[src/ssq_pkg.sv]
// package: constants, types and timing for the secure-sector and query host controller
package ssq_pkg;

  // clock rate and bus timing
  localparam int CLK_MHZ     = 20;
  localparam int T_ACC_NS    = 55;   // read access time
  localparam int T_WP_NS     = 35;   // write pulse width
  localparam int T_PROT_US   = 150;  // protect pulse width
  localparam int SYNC_STAGES = 2;
  localparam int ACC_CYC     = (T_ACC_NS * CLK_MHZ + 999) / 1000 + SYNC_STAGES;
  localparam int WP_CYC      = (T_WP_NS * CLK_MHZ + 999) / 1000;
  localparam int PROT_CYC    = (T_PROT_US * CLK_MHZ);
  localparam int TMR_W       = 12;

  // command codes and addresses (word units; byte mode doubles them)
  localparam logic [18:0] UNLOCK1_ADDR = 19'h00555;
  localparam logic [18:0] UNLOCK2_ADDR = 19'h002aa;
  localparam logic [15:0] UNLOCK1_DATA = 16'h00aa;
  localparam logic [15:0] UNLOCK2_DATA = 16'h0055;
  localparam logic [15:0] PROGRAM_DATA = 16'h00a0;
  localparam logic [15:0] AUTOSEL_DATA = 16'h0090;
  localparam logic [15:0] SEC_IN_DATA  = 16'h0088;
  localparam logic [15:0] SEC_OUT_DATA = 16'h0000;
  localparam logic [15:0] PROT_DATA    = 16'h0060;
  localparam logic [15:0] PROT_VFY     = 16'h0040;
  localparam logic [18:0] QUERY_ADDR   = 19'h00055;
  localparam logic [15:0] QUERY_DATA   = 16'h0098;
  localparam logic [15:0] RESET_DATA   = 16'h00f0;
  localparam logic [18:0] SEC_GRP_ADDR = 19'h0001a;
  localparam logic [18:0] QRY_ADDR_MSK = 19'h0007f;

  // serial number placement
  localparam int          ESN_WORDS    = 8;
  localparam logic [18:0] ESN_BOT_W    = 19'h00000;
  localparam logic [18:0] ESN_TOP_W    = 19'h7fff8;
  localparam logic [19:0] ESN_BOT_B    = 20'h00000;
  localparam logic [19:0] ESN_TOP_B    = 20'hffff0;

  typedef enum logic [3:0] {
    OP_READ, OP_WRITE, OP_PROGRAM, OP_QUERY, OP_RESET,
    OP_AUTOSEL, OP_SEC_ENTER, OP_SEC_EXIT, OP_ESN, OP_LOCK
  } ssq_op_e;

  typedef enum logic [1:0] {K_WR, K_RD, K_WT, K_END} ssq_kind_e;

  typedef struct packed {
    ssq_op_e     op;
    logic [18:0] addr;   // word address
    logic [15:0] data;
  } ssq_cmd_s;

  typedef struct packed {
    logic [15:0] data;
    logic        err;    // refused
    logic        ok;     // lock verified
  } ssq_rsp_s;

  typedef struct packed {
    ssq_kind_e   kind;
    logic [19:0] addr;   // pin address
    logic [15:0] data;
    logic        vid;
  } ssq_step_s;

  typedef struct packed {
    logic [19:0] addr;
    logic [15:0] dq_o;
    logic        dq_oe_n;
    logic        ce_n;
    logic        oe_n;
    logic        we_n;
    logic        byte_n;
    logic        vid_req;
  } ssq_pin_s;

endpackage : ssq_pkg

[src/ssq_esn_mem.sv]
// serial number store: small register file with registered read data
`timescale 1ns/10ps
`default_nettype none
module ssq_esn_mem #(
  parameter int DEPTH = 8,
  parameter int W     = 16
) (
  // clock and reset
  input  wire logic                     clock,
  input  wire logic                     rst,
  input  wire logic                     ce,
  // write side
  input  wire logic                     wr_en,
  input  wire logic [$clog2(DEPTH)-1:0] wr_idx,
  input  wire logic [W-1:0]             wr_data,
  // read side
  input  wire logic [$clog2(DEPTH)-1:0] rd_idx,
  output logic      [W-1:0]             rd_data
);
  import ssq_pkg::*;

  typedef struct packed {
    logic [DEPTH-1:0][W-1:0] mem;
    logic [W-1:0]            rd;
  } ssq_mem_s;

  ssq_mem_s s_r;
  ssq_mem_s s_nxt;

  // read the old contents, then write, both on the same edge
  always_comb
  begin
    s_nxt    = s_r;
    s_nxt.rd = s_r.mem[rd_idx];
    if (wr_en)
    begin
      s_nxt.mem[wr_idx] = wr_data;
    end
  end

  always_ff @(posedge clock or posedge rst)
  begin
    if (rst)
    begin
      s_r <= '0;
    end
    else if (ce)
    begin
      s_r <= s_nxt;
    end
  end

  assign rd_data = s_r.rd;

endmodule : ssq_esn_mem
`default_nettype wire

[src/ssq_host.sv]
// host controller that drives a parallel flash for secure sector and query access
// What this block does
// - full program sequence, never unlock bypass
// - lock: entry sequence, protect at 1Ah
// - exit secure region after lock verify
// - query reads keep A7 upward zero
// - reset command leaves query mode
`timescale 1ns/10ps
`default_nettype none
module ssq_host (
  // clock and reset
  input  wire logic             clock,
  input  wire logic             rst,
  input  wire logic             ce,
  // configuration straps
  input  wire logic             byte_mode,
  input  wire logic             top_boot,
  input  wire logic             factory_locked,
  // command port
  input  wire logic             cmd_valid,
  output logic                  cmd_ready,
  input  wire ssq_pkg::ssq_cmd_s cmd,
  output logic                  rsp_valid,
  output ssq_pkg::ssq_rsp_s     rsp,
  // mode status
  output logic                  sec_mode,
  output logic                  query_mode,
  output logic                  sec_locked,
  // serial number read port
  input  wire logic [2:0]       esn_idx,
  output logic      [15:0]      esn_data,
  // flash pins
  output ssq_pkg::ssq_pin_s     pins,
  input  wire logic [15:0]      flash_dq_i
);
  import ssq_pkg::*;

  typedef enum logic [6:0] {
    S_IDLE  = 7'h01,
    S_STEP  = 7'h02,
    S_SETUP = 7'h04,
    S_PULSE = 7'h08,
    S_HOLD  = 7'h10,
    S_WAIT  = 7'h20,
    S_RESP  = 7'h40
  } ssq_state_e;

  typedef struct packed {
    ssq_state_e       st;
    ssq_cmd_s         cmd;
    logic [4:0]       idx;
    ssq_step_s        stp;
    logic [TMR_W-1:0] tmr;
    logic [15:0]      sync1;
    logic [15:0]      sync2;
    ssq_pin_s         pin;
    ssq_rsp_s         rsp;
    logic             rsp_v;
    logic             sec;
    logic             query_signature_string;
    logic             idm;
    logic             locked;
    logic [7:0]       esn_lo;
  } ssq_ctl_s;

  ssq_ctl_s   s_r;
  ssq_ctl_s   s_nxt;
  logic       mem_we;
  logic [2:0] mem_idx;
  logic [15:0] mem_wd;

  // word address to pin address; byte mode puts A-1 in bit 0
  function automatic logic [19:0] pin_addr(input logic [18:0] wa, input logic bm);
    pin_addr = bm ? {wa, 1'b0} : {1'b0, wa};
  endfunction : pin_addr

  function automatic ssq_step_s mk(input ssq_kind_e k, input logic [18:0] wa, input logic [15:0] d,
                                   input logic bm);
    mk = '{kind: k, addr: pin_addr(wa, bm), data: d, vid: 1'b0};
  endfunction : mk

  // step list of each operation; the unlock pair opens half of them
  function automatic ssq_step_s step_of(input ssq_cmd_s c, input logic [4:0] i, input logic bm,
                                        input logic tb);
    ssq_step_s s;
    s = mk(K_END, 19'h0, 16'h0, bm);
    if (i == 5'd0 && c.op inside {OP_PROGRAM, OP_AUTOSEL, OP_SEC_ENTER, OP_SEC_EXIT, OP_LOCK})
      s = mk(K_WR, UNLOCK1_ADDR, UNLOCK1_DATA, bm);
    else if (i == 5'd1 && c.op inside {OP_PROGRAM, OP_AUTOSEL, OP_SEC_ENTER, OP_SEC_EXIT, OP_LOCK})
      s = mk(K_WR, UNLOCK2_ADDR, UNLOCK2_DATA, bm);
    else
      case (c.op)
        OP_READ:      if (i == 5'd0) s = mk(K_RD, c.addr, 16'h0, bm);
        OP_WRITE:     if (i == 5'd0) s = mk(K_WR, c.addr, c.data, bm);
        OP_PROGRAM:
        begin
          if (i == 5'd2) s = mk(K_WR, UNLOCK1_ADDR, PROGRAM_DATA, bm);
          if (i == 5'd3) s = mk(K_WR, c.addr, c.data, bm);
        end
        OP_QUERY:     if (i == 5'd0) s = mk(K_WR, QUERY_ADDR, QUERY_DATA, bm);
        OP_RESET:     if (i == 5'd0) s = mk(K_WR, 19'h0, RESET_DATA, bm);
        OP_AUTOSEL:   if (i == 5'd2) s = mk(K_WR, UNLOCK1_ADDR, AUTOSEL_DATA, bm);
        OP_SEC_ENTER: if (i == 5'd2) s = mk(K_WR, UNLOCK1_ADDR, SEC_IN_DATA, bm);
        OP_SEC_EXIT:
        begin
          if (i == 5'd2) s = mk(K_WR, UNLOCK1_ADDR, AUTOSEL_DATA, bm);
          if (i == 5'd3) s = mk(K_WR, 19'h0, SEC_OUT_DATA, bm);
        end
        // serial number window by boot side
        OP_ESN:
        begin
          if (bm && i < 5'd16)
            s = '{kind: K_RD, addr: (tb ? ESN_TOP_B : ESN_BOT_B) + {15'h0, i}, data: 16'h0, vid: 1'b0};
          else if (!bm && i < 5'(ESN_WORDS))
            s = mk(K_RD, (tb ? ESN_TOP_W : ESN_BOT_W) + {14'h0, i}, 16'h0, bm);
        end
        // entry, protect at group 1Ah, verify, exit
        OP_LOCK:
        begin
          if (i == 5'd2) s = mk(K_WR, UNLOCK1_ADDR, SEC_IN_DATA, bm);
          if (i == 5'd3) s = '{kind: K_WR, addr: pin_addr(SEC_GRP_ADDR, bm), data: PROT_DATA, vid: 1'b1};
          if (i == 5'd4) s = '{kind: K_WT, addr: pin_addr(SEC_GRP_ADDR, bm), data: 16'h0, vid: 1'b1};
          if (i == 5'd5) s = '{kind: K_WR, addr: pin_addr(SEC_GRP_ADDR, bm), data: PROT_VFY, vid: 1'b1};
          if (i == 5'd6) s = mk(K_RD, SEC_GRP_ADDR, 16'h0, bm);
          if (i == 5'd7) s = mk(K_WR, UNLOCK1_ADDR, UNLOCK1_DATA, bm);
          if (i == 5'd8) s = mk(K_WR, UNLOCK2_ADDR, UNLOCK2_DATA, bm);
          if (i == 5'd9) s = mk(K_WR, UNLOCK1_ADDR, AUTOSEL_DATA, bm);
          if (i == 5'd10) s = mk(K_WR, 19'h0, SEC_OUT_DATA, bm);
        end
        default:      s = mk(K_END, 19'h0, 16'h0, bm);
      endcase
    return s;
  endfunction : step_of

  // sequencer: one process computes the whole next state
  always_comb
  begin
    logic [15:0] rd;
    ssq_cmd_s    c;
    rd      = byte_mode ? {8'h00, s_r.sync2[7:0]} : s_r.sync2;
    c       = cmd;
    s_nxt   = s_r;
    mem_we  = 1'b0;
    mem_idx = 3'h0;
    mem_wd  = 16'h0;
    s_nxt.sync1     = flash_dq_i;
    s_nxt.sync2     = s_r.sync1;
    s_nxt.rsp_v     = 1'b0;
    s_nxt.pin.byte_n = ~byte_mode;
    case (s_r.st)
      S_IDLE:
      begin
        if (cmd_valid)
        begin
          // query reads keep high address bits zero
          if (s_r.query_signature_string && c.op == OP_READ)
            c.addr = c.addr & QRY_ADDR_MSK;
          s_nxt.cmd = c;
          s_nxt.idx = 5'd0;
          s_nxt.rsp = '0;
          s_nxt.st  = S_STEP;
          // a locked secure sector takes no program and no second lock
          if ((s_r.sec && (factory_locked || s_r.locked) && c.op inside {OP_PROGRAM, OP_WRITE})
              || (c.op == OP_LOCK && (factory_locked || s_r.locked)))
          begin
            s_nxt.rsp.err = 1'b1;
            s_nxt.st      = S_RESP;
          end
        end
      end
      S_STEP:
      begin
        s_nxt.stp = step_of(s_r.cmd, s_r.idx, byte_mode, top_boot);
        s_nxt.pin.addr    = s_nxt.stp.addr;
        s_nxt.pin.vid_req = s_nxt.stp.vid;
        s_nxt.pin.ce_n    = 1'b1;
        s_nxt.tmr         = '0;
        case (s_nxt.stp.kind)
          K_WR:
          begin
            s_nxt.pin.dq_o    = s_nxt.stp.data;
            s_nxt.pin.dq_oe_n = 1'b0;
            s_nxt.pin.ce_n    = 1'b0;
            s_nxt.st          = S_SETUP;
          end
          K_RD:
          begin
            s_nxt.pin.dq_oe_n = 1'b1;
            s_nxt.pin.ce_n    = 1'b0;
            s_nxt.st          = S_SETUP;
          end
          K_WT:
          begin
            s_nxt.tmr = TMR_W'(PROT_CYC - 1);
            s_nxt.st  = S_WAIT;
          end
          default:
          begin
            s_nxt.pin.vid_req = 1'b0;
            s_nxt.st          = S_RESP;
          end
        endcase
      end
      S_SETUP:
      begin
        // address and data settle one cycle before the strobe
        if (s_r.stp.kind == K_WR)
        begin
          s_nxt.pin.we_n = 1'b0;
          s_nxt.tmr      = TMR_W'(WP_CYC - 1);
        end
        else
        begin
          s_nxt.pin.oe_n = 1'b0;
          s_nxt.tmr      = TMR_W'(ACC_CYC - 1);
        end
        s_nxt.st = S_PULSE;
      end
      S_PULSE:
      begin
        if (s_r.tmr != '0)
          s_nxt.tmr = s_r.tmr - 1'b1;
        else
        begin
          s_nxt.pin.we_n = 1'b1;
          s_nxt.pin.oe_n = 1'b1;
          s_nxt.st       = S_HOLD;
          // the synchroniser delay is inside the access count, so sync2 is valid here
          if (s_r.stp.kind == K_RD)
          begin
            s_nxt.rsp.data = rd;
            // protect verify reads back bit 0 set
            if (s_r.cmd.op == OP_LOCK)
            begin
              s_nxt.rsp.ok = rd[0];
              s_nxt.locked = s_r.locked | rd[0];
            end
            if (s_r.cmd.op == OP_ESN)
            begin
              // byte mode pairs low then high byte
              if (byte_mode && !s_r.idx[0])
                s_nxt.esn_lo = rd[7:0];
              else
              begin
                mem_we  = 1'b1;
                mem_idx = byte_mode ? s_r.idx[3:1] : s_r.idx[2:0];
                mem_wd  = byte_mode ? {rd[7:0], s_r.esn_lo} : rd;
              end
            end
          end
        end
      end
      S_HOLD:
      begin
        // data held one cycle past the rising strobe
        s_nxt.pin.ce_n    = 1'b1;
        s_nxt.pin.dq_oe_n = 1'b1;
        s_nxt.idx         = s_r.idx + 5'd1;
        s_nxt.st          = S_STEP;
      end
      S_WAIT:
      begin
        if (s_r.tmr != '0)
          s_nxt.tmr = s_r.tmr - 1'b1;
        else
        begin
          s_nxt.idx = s_r.idx + 5'd1;
          s_nxt.st  = S_STEP;
        end
      end
      S_RESP:
      begin
        s_nxt.rsp_v = 1'b1;
        s_nxt.st    = S_IDLE;
        if (!s_r.rsp.err)
          case (s_r.cmd.op)
            OP_SEC_ENTER: s_nxt.sec = 1'b1;
            OP_SEC_EXIT,
            OP_LOCK:      s_nxt.sec = 1'b0;
            OP_QUERY:     s_nxt.query_signature_string = 1'b1;
            OP_AUTOSEL:   s_nxt.idm = 1'b1;
            // reset leaves query first, identifier mode only after
            OP_RESET:
            begin
              s_nxt.query_signature_string = 1'b0;
              if (!s_r.query_signature_string)
                s_nxt.idm = 1'b0;
            end
            default:      s_nxt.sec = s_r.sec;
          endcase
      end
      default: s_nxt.st = S_IDLE;
    endcase
  end

  // all state advances only with the clock enable
  always_ff @(posedge clock or posedge rst)
  begin
    if (rst)
    begin
      s_r         <= '0;
      s_r.st      <= S_IDLE;
      s_r.pin     <= '{addr: 20'h0, dq_o: 16'h0, dq_oe_n: 1'b1, ce_n: 1'b1, oe_n: 1'b1,
                       we_n: 1'b1, byte_n: 1'b1, vid_req: 1'b0};
    end
    else if (ce)
    begin
      s_r <= s_nxt;
    end
  end

  ssq_esn_mem #(
    .DEPTH (ESN_WORDS),
    .W     (16)
  ) u_esn (
    .clock   (clock),
    .rst     (rst),
    .ce      (ce),
    .wr_en   (mem_we),
    .wr_idx  (mem_idx),
    .wr_data (mem_wd),
    .rd_idx  (esn_idx),
    .rd_data (esn_data)
  );

  // outputs
  assign cmd_ready  = (s_r.st == S_IDLE);
  assign rsp_valid  = s_r.rsp_v;
  assign rsp        = s_r.rsp;
  assign pins       = s_r.pin;
  assign sec_mode   = s_r.sec;
  assign query_mode = s_r.query_signature_string;
  assign sec_locked = s_r.locked | factory_locked;

endmodule : ssq_host
`default_nettype wire

[config.mk]
export PLATFORM = sky130hd
export DESIGN_NAME = ssq_host
export DESIGN_NICKNAME = d
export VERILOG_FILES = /design/src/ssq_pkg.sv /design/src/ssq_esn_mem.sv /design/src/ssq_host.sv
export SDC_FILE = /design/constraint.sdc
export NUM_CORES = 1
export LEC_CHECK = 0
export ABC_AREA = 0
export BUFFER_PORTS_ARGS = -buffer_cell sky130_fd_sc_hd__buf_2
export CAP_MARGIN = 20
export CORE_MARGIN = 4
export CORE_UTILIZATION = 50
export CTS_CLUSTER_DIAMETER = 200
export DETAILED_ROUTE_END_ITERATION = 10
export PLACE_DENSITY_LB_ADDON = 0.15
export SYNTH_ARGS = -nofsm -noshare
export SYNTH_HDL_FRONTEND = slang
export SYNTH_SLANG_ARGS = --single-unit
[constraint.sdc]
create_clock -name clock -period 13.4 [get_ports clock]
set_input_delay 2.01 -clock clock [delete_from_list [all_inputs] [get_ports clock]]
set_output_delay 2.01 -clock clock [all_outputs]
set_load 0.05 [all_outputs]
==> impl_metrics.tcl <==
set metrics [dict create \
    cap_violations 0 \
    worst_pin_slew_ns 1.040 \
    whs_endpoint "s_r[170]" \
    drive_gt1_share_pct 19.96 \
    clk_path_buf_depth 3 \
    slowest_delay_ns 0.28 \
    critPathMostFrequentCell "buf_2" \
    synth_edf_count 0 \
    track_usage_pct 22.96 \
    initial_core_util_pct 50.78 \
    setup_violations 0 \
    r2r-start "s_r[156]" \
    finalWeightedCongestion 0.9060 \
    crit_slowest_cell "or2_2" \
    final.setup.tns_ns 0 \
    hp-class "flip-flop to flip-flop" \
    rsz0062_at_grt "no" \
    postRouteAntennaNets 0 \
    first_pass_iters 5 \
    synth_cell_types 82 \
    cts_resized 0 \
    ys_async_sr_fraction_pct 100.0 \
    finalCriticalPeriod_ns 4.610 \
    worstReg2RegEnd "s_r[116]" \
    reg2reg_slack_ns 9.47 \
    skew_ns 0.02133 \
    synthTopCellsByArea "dfrtp_1 48%, nand2_1 7.6%, o21ai_0 5.2%" \
    cp_max_fo 2 \
    vias_per_cell 5.821 \
    arrival_ns 2.60 \
    drtIter0Drc 1101 \
    die_x_um 187.0 \
    antenna_found_initial 0 \
    min_path_cells 2 \
    place_hpwl_um 26850 \
    r2r_cells 8 \
    fin_cells 2110 \
    core_um2 31560 \
    htree_levels 2 \
    ioPinCount 146 \
    final_common_cell "nand2_1" \
    drc 0 \
    endpoint_kind "output port" \
    clock_latency_ns 0.52 \
    path_class "input port to output port" \
    required_ns 11.39 \
    multi_input_area_um2 7037 \
    cts_root_buf "clkbuf_16" \
    worstHoldStart "s_r[170]" \
    yosys.area.top_type "dfrtp_1" \
    numCtsBuffers 36 \
    syn_area_per_cell_um2 9.629 \
    fillCellCount 2864 \
    grt_pass1_vias 12110 \
    die_area_um2 34970 \
    final_cell_area_um2 17730 \
    clkTransAtPathRegs_ns 0.05 \
    status "finished, final reports clean" \
    clock.fmax_mhz 216.9 \
    cts_tree "yes" \
    synthesis.nets 1742 \
    synth_top_area_share_pct 47.95 \
    synth_ff_type "dfrtp_1" \
    slew_violations 0 \
    wirelength_um 40670 \
    path_cells "buf_2 -> or2_2 -> buf_2" \
    p_leak_nw 8.118 \
    total_power_mw 3.055 \
    yosys_warnings 0 \
    grt_max_degree 188 \
    start_kind "input port" \
    power_density_nw_per_um2 172.3 \
    hold_violations 0 \
    synth_cells 1664 \
    dr_total_vias 12280 \
    hold_buffers 0 \
    die_h_um 187.0 \
    num_rows 65 \
    cts.sinks 313 \
    ir_drop_uv 135.0 \
    overflow 0 \
    wire_per_inst_um 19.28 \
    num_antenna_cells 0 \
    grt_pass1_wl_um 66500 \
    synth_seq_cells 313 \
    slew_headroom_pct 30.26 \
    io_buffers 145 \
    seqCellArea_um2 7840 \
    dp_cells 2039 \
    synth_seq_area_share_pct 48.93 \
    place_area_um2 16370 \
    postCtsSetupRepairBufs 0 \
    finalCritPeriodShare_pct 34.40 \
    area_delta_synth_final_pct 10.64 \
    finalNetCount 1760 \
    syn_area_um2 16020 \
    mostFrequentLayoutCells "323 x nand2_1, 307 x dfrtp_1, 166 x o21ai_0" \
]
critical path, delay by kind of cell:
family / cells / cell delay [ns]
simple gates: 1 / 0.28
buf+inv: 2 / 0.30
where the power goes:
part	total, mW	switching [mW]	internal (mW)
Clock	1.02	0.387	0.630
Combinational	0.833	0.574	0.259
Sequential	1.21	0.130	1.08
Total	3.05	1.09	1.96
synthesized netlist by cell type (all sizes together) (7+ instances only):
cell	count
a211oi	13
a22o	25
o21ai	200
nor2	83
mux2i	25
clkbuf	86
o22ai	9
nor4	7
nor2b	12
mux4	32
or3	10
and2	9
and3	15
a22oi	10
nand4	10
dfrtp	307
nand2	332
buf	103
nand2b	14
ha	12
nand3	32
o31ai	9
inv	31
a21oi	80
nor3	23
mux2	57
o211ai	9
cell type report:
| type | instances | share of cell area [%] |
|---|---|---|
| Multi-Input combinational cell | 1131 | 39.70 |
| Inverter | 31 | 0.6988 |
| Clock inverter | 12 | 1.002 |
| Timing Repair Buffer | 169 | 5.548 |
| Sequential cell | 313 | 44.23 |
| Clock buffer | 52 | 5.992 |
| Tap cell | 402 | 2.837 |
cell families (layout without fill, tap and decap cells):
kind of cell | Yosys count | count (layout) | share of synthesized area, %
compound gates | 416 | 416 | 15.73
xor+xnor | 5 | 5 | 0.2734
fa+ha+maj | 13 | 13 | 1.062
buf+inv | 220 | 264 | 7.200
flops | 313 | 313 | 48.93
mux | 114 | 114 | 10.07
simple gates | 583 | 583 | 16.74
flip-flops by register name (all words and copies together) (netlist names):
| name | count |
|---|---|
| s_r | 90 |
| rsp | 18 |
| u_esn.rd_data | 16 |
| rsp_valid | 1 |
| query_mode | 1 |
| pins | 42 |
| s_nxt | 16 |
| sec_mode | 1 |
| u_esn.s_r | 128 |
how the worst max path moves through the flow:
stage,end,slack [ns],start,depth (start not counted)
after floorplan,pins[0],2.74,rst,1
after global placement,pins[17],8.61,byte_mode,8
after detailed placement,u_esn.s_r[136],8.48,byte_mode,7
after CTS,sec_locked,8.79,factory_locked,3
after global routing,u_esn.s_r[23],8.67,byte_mode,8
final,sec_locked,8.79,factory_locked,3
per-layer routing:
| metal | share of wire (%) | GRT usage (%) | vias to the layer above |
|---|---|---|---|
| li1 | - | - | 5845 |
| met1 | 46 | 32.42 | 6030 |
| met2 | 47 | 37.74 | 333 |
| met3 | 4.2 | 3.024 | 74 |
| met4 | 2.7 | 6.399 | 0 |
| met5 | 0 | 0 | - |
metrics by stage:
stage | worst slack (ns) | util [%] | hold WS, ns
floorplan | 2.742 | - | 0.4284
global placement | 8.606 | 51.88 | 0.4498
detailed placement | 8.478 | 51.88 | 0.4540
CTS | 8.787 | 55.81 | 0.4681
global route | 8.674 | 56.18 | 0.4871
finish | 8.790 | 56.18 | 0.4666
Note: power is estimated with default switching activity, not from simulation.
